<file path="src/inc/esmc_pkg.sv">
// Package of register map, field positions and carrier types for the event status block.
`default_nettype none
package esmc_pkg;
  // Register indices; the byte address on the bus is four times the index.
  localparam logic [7:0] IDX_MISC_CONTROL = 8'hee;
  localparam logic [7:0] IDX_ANT_STATUS = 8'hf0;
  localparam logic [7:0] IDX_EVENT_RAW_STATUS = 8'hf9;
  localparam logic [7:0] IDX_EVENT_STATUS = 8'hfb;
  localparam logic [7:0] IDX_EVENT_MASK = 8'hfd;
  localparam logic [7:0] IDX_EVENT_CLEAR = 8'hff;
  localparam int ADDR_W = 12;
  localparam int DATA_W = 32;
  localparam int REG_W = 8;
  localparam logic [1:0] WORD_ALIGN = 2'h0;
  // Control register fields.
  localparam int BIT_IRQ_POLARITY_SEL = 2;
  localparam int BIT_CODE_MEMORY_SEL = 1;
  localparam int BIT_MICRO_SOFT_RESET = 0;
  localparam logic [7:0] MISC_WRITABLE = 8'h07;
  localparam logic [7:0] MISC_RESET = 8'h00;
  // Event bit positions shared by raw status, status, mask and clear.
  localparam int EV_ANT_RX_COMPLETE = 5;
  localparam int EV_ANT_TX_COMPLETE = 4;
  localparam int EV_ANT_RX_TIMEOUT = 3;
  localparam int EV_TUNER_XFER_ERROR = 1;
  localparam int EV_TUNER_XFER_DONE = 0;
  localparam logic [7:0] EVENT_BITS = 8'h3b;
  localparam logic [7:0] EVENT_RESET = 8'h00;
  // Antenna status register fields.
  localparam int BIT_ANT_RX_ERROR = 0;
  localparam int BIT_ANT_RX_BUSY = 1;
  // Antenna reply framing and timing.
  localparam int RX_WORD_BITS = 10;
  localparam int RX_CNT_W = 4;
  localparam int CLK_HZ = 125_000_000;
  localparam int MS_PER_SECOND = 1000;
  localparam int RX_TIMEOUT_MS = 100;
  localparam int TICK_CNT_W = 7;

  typedef struct packed {
    logic psel;
    logic penable;
    logic pwrite;
    logic [ADDR_W-1:0] paddr;
    logic [DATA_W-1:0] pwdata;
  } esmc_apb_req_s;

  typedef struct packed {
    logic tunerXferEnd;
    logic tunerXferFail;
    logic antTxDone;
    logic antRxBit;
  } esmc_evt_s;

  typedef enum logic [1:0] {
    RX_IDLE = 2'b01,
    RX_LISTEN = 2'b10
  } esmc_rx_state_e;
endpackage
`default_nettype wire

</file>
<file path="src/hw/esmc_event_ctrl.sv">
// Event status, interrupt request and miscellaneous control logic behind an APB slave.
//
// Operation
// - Polarity bit 0 gives an active-low request pin, 1 active-high; resets to 0.
// - In active-low mode the pin floats when inactive and is never driven high.
// - Code memory bit 0 selects ROM, 1 selects RAM; resets to 0.
// - Soft reset bit holds the microcontroller in reset until written back to 0.
// - A raw status bit clears only when 1 is written to its clear bit.
// - Receive-complete sets only after a full 10-bit antenna word arrives.
// - A truncated antenna reply sets receive-timeout, never receive-complete.
// - Receive-timeout sets when 100 ms pass after transmission without a full reply.
// - A truncated-reply timeout also sets the antenna receive-error flag.
// - Transmit-complete sets when a word transmission to the antenna finishes.
// - Tuner error sets when the tuner gives no answer or a NACK.
// - Tuner done sets only for a transfer that finished without error.
// - Raw status is read-only to the host and resets to all zeros.
// - Reserved bits read as zero and ignore writes.
// - Each status bit is raw AND mask and drops when raw drops.
// - The request pin is asserted while any unmasked status bit is set.
// - Mask bit 1 enables, 0 disables; resets disabled; raw bits still set.
`default_nettype none
module esmc_event_ctrl
#(
  parameter int unsigned CYC_PER_MS = esmc_pkg::CLK_HZ / esmc_pkg::MS_PER_SECOND
)
(
  input wire logic ref_clk,
  input wire logic reset_n,
  input wire esmc_pkg::esmc_apb_req_s apbReq,
  output var logic [esmc_pkg::DATA_W-1:0] prdata,
  output logic pready,
  output var logic pslverr,
  input wire esmc_pkg::esmc_evt_s evtIn,
  output var logic irqOutPin,
  output var logic irqOutPinOe,
  output logic codeMemorySel,
  output logic microSoftReset,
  output logic antRxError
);
  import esmc_pkg::*;

  localparam int DIV_W = (CYC_PER_MS > 1) ? $clog2(CYC_PER_MS) : 1;
  localparam logic [DIV_W-1:0] DIV_LAST = DIV_W'(CYC_PER_MS - 1);
  localparam logic [TICK_CNT_W-1:0] TICK_LAST = TICK_CNT_W'(RX_TIMEOUT_MS - 1);
  localparam logic [RX_CNT_W-1:0] BIT_LAST = RX_CNT_W'(RX_WORD_BITS - 1);
  localparam logic [RX_CNT_W-1:0] BIT_NONE = '0;

  logic [REG_W-1:0] miscControl, eventRawStatus, eventMask, eventStatus;
  logic [REG_W-1:0] eventSet, next_eventRawStatus, rdMux;
  logic ackPhase, accessCycle, wrEn, addrHit;
  logic hitMisc, hitAnt, hitRaw, hitStat, hitMask, hitClr;
  logic [7:0] regIdx;
  esmc_rx_state_e rxState;
  logic [RX_CNT_W-1:0] rxBitCount;
  logic [DIV_W-1:0] msDiv;
  logic [TICK_CNT_W-1:0] msCount;
  logic msTick, timeoutHit, irqActive;
  logic rxCompleteEv, rxTimeoutEv, rxTruncEv, tunerDoneEv, tunerErrorEv, antClearErr;

  // The slave inserts one wait state so that read data comes from a flip-flop.
  assign accessCycle = apbReq.psel & apbReq.penable;
  assign pready = accessCycle & ackPhase;
  assign wrEn = pready & apbReq.pwrite & addrHit;
  assign regIdx = apbReq.paddr[9:2];

  always_comb
  begin
    hitMisc = 1'b0;
    hitAnt = 1'b0;
    hitRaw = 1'b0;
    hitStat = 1'b0;
    hitMask = 1'b0;
    hitClr = 1'b0;
    if (apbReq.paddr[1:0] != WORD_ALIGN || apbReq.paddr[ADDR_W-1:10] != '0)
    begin
      hitMisc = 1'b0;
    end
    else if (regIdx == IDX_MISC_CONTROL)
    begin
      hitMisc = 1'b1;
    end
    else if (regIdx == IDX_ANT_STATUS)
    begin
      hitAnt = 1'b1;
    end
    else if (regIdx == IDX_EVENT_RAW_STATUS)
    begin
      hitRaw = 1'b1;
    end
    else if (regIdx == IDX_EVENT_STATUS)
    begin
      hitStat = 1'b1;
    end
    else if (regIdx == IDX_EVENT_MASK)
    begin
      hitMask = 1'b1;
    end
    else if (regIdx == IDX_EVENT_CLEAR)
    begin
      hitClr = 1'b1;
    end
  end

  assign addrHit = hitMisc | hitAnt | hitRaw | hitStat | hitMask | hitClr;

  // Unused and reserved bits read as zero; the clear register is write-only.
  always_comb
  begin
    rdMux = '0;
    if (hitMisc)
    begin
      rdMux = miscControl & MISC_WRITABLE;
    end
    else if (hitAnt)
    begin
      rdMux[BIT_ANT_RX_ERROR] = antRxError;
      rdMux[BIT_ANT_RX_BUSY] = (rxState == RX_LISTEN);
    end
    else if (hitRaw)
    begin
      rdMux = eventRawStatus & EVENT_BITS;
    end
    else if (hitStat)
    begin
      rdMux = eventStatus;
    end
    else if (hitMask)
    begin
      rdMux = eventMask & EVENT_BITS;
    end
  end

  always_ff @(posedge ref_clk)
  begin
    if (!reset_n)
    begin
      ackPhase <= 1'b0;
    end
    else
    begin
      ackPhase <= accessCycle & ~ackPhase;
    end
  end

  always_ff @(posedge ref_clk)
  begin
    if (!reset_n)
    begin
      prdata <= '0;
      pslverr <= 1'b0;
    end
    else if (accessCycle & ~ackPhase)
    begin
      prdata <= {{(DATA_W-REG_W){1'b0}}, rdMux};
      pslverr <= ~addrHit;
    end
  end

  always_ff @(posedge ref_clk)
  begin
    if (!reset_n)
    begin
      miscControl <= MISC_RESET;
    end
    else if (wrEn & hitMisc)
    begin
      miscControl <= apbReq.pwdata[REG_W-1:0] & MISC_WRITABLE;
    end
  end

  assign codeMemorySel = miscControl[BIT_CODE_MEMORY_SEL];
  assign microSoftReset = miscControl[BIT_MICRO_SOFT_RESET];

  always_ff @(posedge ref_clk)
  begin
    if (!reset_n)
    begin
      eventMask <= EVENT_RESET;
    end
    else if (wrEn & hitMask)
    begin
      eventMask <= apbReq.pwdata[REG_W-1:0] & EVENT_BITS;
    end
  end

  // A reply is tracked from the end of a transmission until a full word or timeout.
  always_ff @(posedge ref_clk)
  begin
    if (!reset_n)
    begin
      rxState <= RX_IDLE;
    end
    else
    begin
      case (rxState)
        RX_IDLE:
        begin
          if (evtIn.antTxDone)
          begin
            rxState <= RX_LISTEN;
          end
        end
        RX_LISTEN:
        begin
          if (rxCompleteEv | rxTimeoutEv)
          begin
            rxState <= RX_IDLE;
          end
        end
        default:
        begin
          rxState <= RX_IDLE;
        end
      endcase
    end
  end

  // A fresh transmission restarts the bit count and the timeout.
  always_ff @(posedge ref_clk)
  begin
    if (!reset_n)
    begin
      rxBitCount <= BIT_NONE;
    end
    else if (evtIn.antTxDone | rxState != RX_LISTEN)
    begin
      rxBitCount <= BIT_NONE;
    end
    else if (evtIn.antRxBit)
    begin
      rxBitCount <= rxBitCount + RX_CNT_W'(1);
    end
  end

  // The millisecond tick is an enable pulse; it keeps the 100 ms counter narrow.
  assign msTick = (rxState == RX_LISTEN) && (msDiv == DIV_LAST);
  assign timeoutHit = msTick && (msCount == TICK_LAST);

  always_ff @(posedge ref_clk)
  begin
    if (!reset_n)
    begin
      msDiv <= '0;
      msCount <= '0;
    end
    else if (evtIn.antTxDone | rxState != RX_LISTEN)
    begin
      msDiv <= '0;
      msCount <= '0;
    end
    else if (msTick)
    begin
      msDiv <= '0;
      msCount <= msCount + TICK_CNT_W'(1);
    end
    else
    begin
      msDiv <= msDiv + DIV_W'(1);
    end
  end

  assign rxCompleteEv = (rxState == RX_LISTEN) & ~evtIn.antTxDone & evtIn.antRxBit
    & (rxBitCount == BIT_LAST);
  assign rxTimeoutEv = timeoutHit & ~evtIn.antTxDone & ~rxCompleteEv;
  assign rxTruncEv = rxTimeoutEv & (rxBitCount != BIT_NONE);
  assign tunerDoneEv = evtIn.tunerXferEnd & ~evtIn.tunerXferFail;
  assign tunerErrorEv = evtIn.tunerXferEnd & evtIn.tunerXferFail;

  always_comb
  begin
    eventSet = '0;
    eventSet[EV_ANT_RX_COMPLETE] = rxCompleteEv;
    eventSet[EV_ANT_TX_COMPLETE] = evtIn.antTxDone;
    eventSet[EV_ANT_RX_TIMEOUT] = rxTimeoutEv;
    eventSet[EV_TUNER_XFER_ERROR] = tunerErrorEv;
    eventSet[EV_TUNER_XFER_DONE] = tunerDoneEv;
  end

  // Raw bits ignore the mask, and a same-cycle event outranks the clear.
  always_comb
  begin
    next_eventRawStatus = eventRawStatus;
    if (wrEn & hitClr)
    begin
      next_eventRawStatus = eventRawStatus & ~apbReq.pwdata[REG_W-1:0];
    end
    next_eventRawStatus = (next_eventRawStatus | eventSet) & EVENT_BITS;
  end

  always_ff @(posedge ref_clk)
  begin
    if (!reset_n)
    begin
      eventRawStatus <= EVENT_RESET;
    end
    else
    begin
      eventRawStatus <= next_eventRawStatus;
    end
  end

  assign antClearErr = wrEn & hitAnt & apbReq.pwdata[BIT_ANT_RX_ERROR];

  always_ff @(posedge ref_clk)
  begin
    if (!reset_n)
    begin
      antRxError <= 1'b0;
    end
    else if (rxTruncEv)
    begin
      antRxError <= 1'b1;
    end
    else if (antClearErr)
    begin
      antRxError <= 1'b0;
    end
  end

  assign eventStatus = eventRawStatus & eventMask;
  assign irqActive = |eventStatus;

  // Active low is open drain so several devices can share one wired line.
  always_ff @(posedge ref_clk)
  begin
    if (!reset_n)
    begin
      irqOutPin <= 1'b0;
      irqOutPinOe <= 1'b0;
    end
    else if (miscControl[BIT_IRQ_POLARITY_SEL])
    begin
      irqOutPin <= irqActive;
      irqOutPinOe <= 1'b1;
    end
    else
    begin
      irqOutPin <= 1'b0;
      irqOutPinOe <= irqActive;
    end
  end
endmodule
`default_nettype wire

</file>
<file path="config.mk">
export PLATFORM = sky130hd
export DESIGN_NAME = esmc_event_ctrl
export DESIGN_NICKNAME = d
export VERILOG_FILES = /design/src/inc/esmc_pkg.sv /design/src/hw/esmc_event_ctrl.sv
export SDC_FILE = /design/constraint.sdc
export NUM_CORES = 1
export LEC_CHECK = 0
export BUFFER_PORTS_ARGS = -buffer_cell sky130_fd_sc_hd__buf_2
export CAP_MARGIN = 30
export CORE_MARGIN = 2
export CORE_UTILIZATION = 51
export CTS_CLUSTER_SIZE = 20
export DETAILED_ROUTE_END_ITERATION = 10
export PLACE_DENSITY_LB_ADDON = 0.08
export REMOVE_ABC_BUFFERS = 1
export SLEW_MARGIN = 20
export SYNTH_ARGS = -nofsm -noshare
export SYNTH_HDL_FRONTEND = slang
export SYNTH_SLANG_ARGS = --single-unit
export TNS_END_PERCENT = 5
</file>
<file path="constraint.sdc">
create_clock -name ref_clk -period 2.3 [get_ports ref_clk]
set_input_delay 0.46 -clock ref_clk [delete_from_list [all_inputs] [get_ports ref_clk]]
set_output_delay 0.46 -clock ref_clk [all_outputs]
set_load 0.1 [all_outputs]
</file>
==> flow_summary.json <==
{
  "status": "completed",
  "antenna_found_initial": 0,
  "firstDrtPassIters": 4,
  "postSynthAreaPerCell_um2": 8.533,
  "rrSetupSlack_ns": 0.35,
  "r2r_end": "msCount[3]$_SDFFE_PP0P_",
  "clkLatencyLatePin_ns": 0.31,
  "hold_violations": 0,
  "cap_violations": 0,
  "clk_pin_slew_ns": 0.09,
  "synth.most_common_cell": "dfxtp_1",
  "whs_endpoint": "eventRawStatus[4]$_SDFF_PN0_",
  "initial_utilization": 0.5361,
  "powerDensity_nw_per_um2": 569.0,
  "wl_um": 5794,
  "fin_nets": 425,
  "synth.lib_cells_used.distinct": 54,
  "drt_iter0_markers": 184,
  "syn_to_final_growth_pct": 9.596,
  "grt.overflow.total": 0,
  "netlist.top_cell.by_area": "dfxtp_1",
  "die_area_um2": 6079,
  "yosys_most_used_dff": "dfxtp_1",
  "critPathMaxFanout": 14,
  "worst_hold_path.num_cells": 2,
  "ys_ff_latch": 54,
  "yosys-top-cells-count": "dfxtp_1 (54), nand2_1 (31), buf_4 (26)",
  "synth-edff-count": 0,
  "wl_per_cell_um": 13.26,
  "drive_gt1_frac": 0.1662,
  "gp_congestion": 0.8273,
  "final.min_clock_period_ns": 1.947,
  "required_ns": 2.54,
  "syn_inst": 327,
  "die_height_um": 77.97,
  "reg2reg_from": "msDiv[10]$_SDFF_PP0_",
  "worst_pin_slew_ns": 0.5516,
  "viasPerCell": 5.375,
  "cts_made_buffers": 5,
  "die-width_um": 77.97,
  "cts-resized-gates": 0,
  "grt_pass1_wl_um": 9756,
  "hold_buffers": 0,
  "start_kind": "flip-flop",
  "ys_warn_count": 0,
  "clock_skew_ns": 0.008160,
  "postCtsSetupBuffers": 0,
  "reg2reg_depth": 5,
  "holdCritStartpoint": "apbReq[4]",
  "portBuffers": 39,
  "core_um2": 5205,
  "crit_type": "reg -> reg",
  "vdd_drop_max_mv": 0.3400,
  "cts-root-buf": "clkbuf_8",
  "grt_setup_unrepaired": "no",
  "yosysTopAreaCellShare": 0.3874,
  "setup-tns-final_ns": 0,
  "drc_errors": 0,
  "cp.arrival_ns": 2.19,
  "fin_area_um2": 3058,
  "synth_area_leaders": "dfxtp_1 (39%), buf_4 (7.0%), nand2_1 (4.2%), xor2_1 (4.1%), mux2i_1 (3.2%)",
  "relSlewSlack": 0.6271,
  "slew_violations": 0,
  "cts_tree": "built",
  "p_leak_nw": 1.223,
  "grt_max_degree": 18,
  "insertedDiodeCount": 0,
  "fin_hold_ws_ns": 0.3839,
  "netlist_area_um2": 2790,
  "htree_levels": 2,
  "ant_nets": 0,
  "first_global_vias": 2089,
  "endpoint_kind": "flip-flop",
  "max_freq_ghz": 0.5137,
  "hpwlAfterDp_um": 4474,
  "async_flop_share": 0,
  "hold_path.class": "in -> reg",
  "ios": 92,
  "post-route-period-util": 0.8464,
  "dpl_cell_area_um2": 2982,
  "grt_use_total": 0.1978,
  "cts_sinks": 54,
  "total_power_mw": 1.740,
  "rows": 26,
  "seq_area_frac_synth": 0.3874,
  "clock_tree.buffer_depth": 2,
  "setup_violations": 0,
  "vias": 2349
}
[critical path: stages, from the launching register on]
cell and delay (ns):
dfxtp_1 0.37, nor4b_1 0.52, nand4_1 0.16, buf_4 0.22, or4_1 0.48, a21oi_1 0.14
[worst max-delay path by stage]
| stage | end | startpoint | slack, ns | cells after the start |
|---|---|---|---|---|
| after floorplan | prdata[0]$_SDFFE_PN0P_ | apbReq[33] | 0.36 | 4 |
| final | msCount[3]$_SDFFE_PP0P_ | msDiv[10]$_SDFF_PP0_ | 0.35 | 5 |
| after detailed placement | miscControl[2]$_SDFFE_PN0P_ | apbReq[33] | 0.15 | 5 |
| after global routing | msCount[4]$_SDFFE_PP0P_ | msDiv[6]$_SDFF_PP0_ | 0.23 | 5 |
| after global placement | miscControl[2]$_SDFFE_PN0P_ | apbReq[33] | 0.16 | 5 |
| after CTS | msCount[3]$_SDFFE_PP0P_ | msDiv[6]$_SDFF_PP0_ | 0.36 | 5 |
[registers in the layout, summed over array words and instances (netlist names)]
register	flops
pslverr	1
antRxError	1
msCount	7
rxState	2
ackPhase	1
irqOutPinOe	1
msDiv	17
rxBitCount	4
irqOutPin	1
eventMask	5
miscControl	3
prdata	6
eventRawStatus	5
[routing by layer]
metal  GRT usage  wire (um)  vias up
li1            -          -     1185
met1      0.2825       2759     1085
met2      0.3069       2652       74
met3     0.04070        335        5
met4     0.04737         46        0
met5           0          0        -
[area by class of cell]
| cell class | instances | area, um^2 |
|---|---|---|
| fill | 515 | 2147 |
| multi-input combinational | 241 | 1483 |
| sequential | 54 | 1081 |
| timing repair buffer | 49 | 270.3 |
| tap | 70 | 87.58 |
| clock buffer | 7 | 76.32 |
| inverter | 16 | 60.06 |
[kinds of logic (layout without fill, tap and decap cells)]
kind of cell / count (synthesis) / count (layout) / share of synthesized area
simple gates: 125 / 125 / 0.2525
buf+inv: 57 / 72 / 0.1148
mux: 9 / 9 / 0.03229
xor+xnor: 15 / 15 / 0.04709
other cells: 1 / 26 / 0.001344
fa+ha+maj: 5 / 5 / 0.02242
flops: 54 / 54 / 0.3874
compound gates: 61 / 61 / 0.1422
[layout by cell type, fill, tap and decap left out, types with 2 or more instances in the layout]
master / n
conb_1: 26
nand2_1: 31
xnor2_1: 2
o31ai_1: 5
a211oi_1: 2
clkbuf_8: 5
nor4_1: 2
dfxtp_1: 54
ha_1: 5
nand3_1: 12
inv_1: 16
nand2b_1: 6
xor2_1: 13
a31o_2: 2
o32ai_1: 2
or4_1: 4
a22oi_1: 5
mux2i_1: 9
and3_1: 4
and4_1: 6
o21a_1: 2
nor4b_1: 2
buf_2: 39
a21oi_1: 13
and4b_1: 2
nand3b_1: 2
buf_4: 10
nand4_1: 10
nor2_1: 23
clkbuf_1: 2
or3_1: 5
o21ai_0: 14
and2_1: 4
a31oi_1: 5
o21ai_1: 3
a41oi_1: 2
[through the flow]
stage	std cells	utilization	setup WS [ns]
3_5_place_dp	430	0.5728	0.1487
3_3_place_gp	430	0.5728	0.1567
2_1_floorplan	311	-	0.3550
4_1_cts	437	0.5875	0.3614
5_1_grt	437	0.5875	0.2277
6_report	437	0.5875	0.3532
[power by group]
group / internal (mW) / total, mW / leakage, nW / switching [mW]
Combinational: 0.0394 / 0.287 / 0.748 / 0.248
Sequential: 0.943 / 0.950 / 0.436 / 0.00769
Clock: 0.211 / 0.502 / 0.0383 / 0.292
Total: 1.19 / 1.74 / 1.22 / 0.547
No activity file was read; power rests on OpenSTA's default activity.
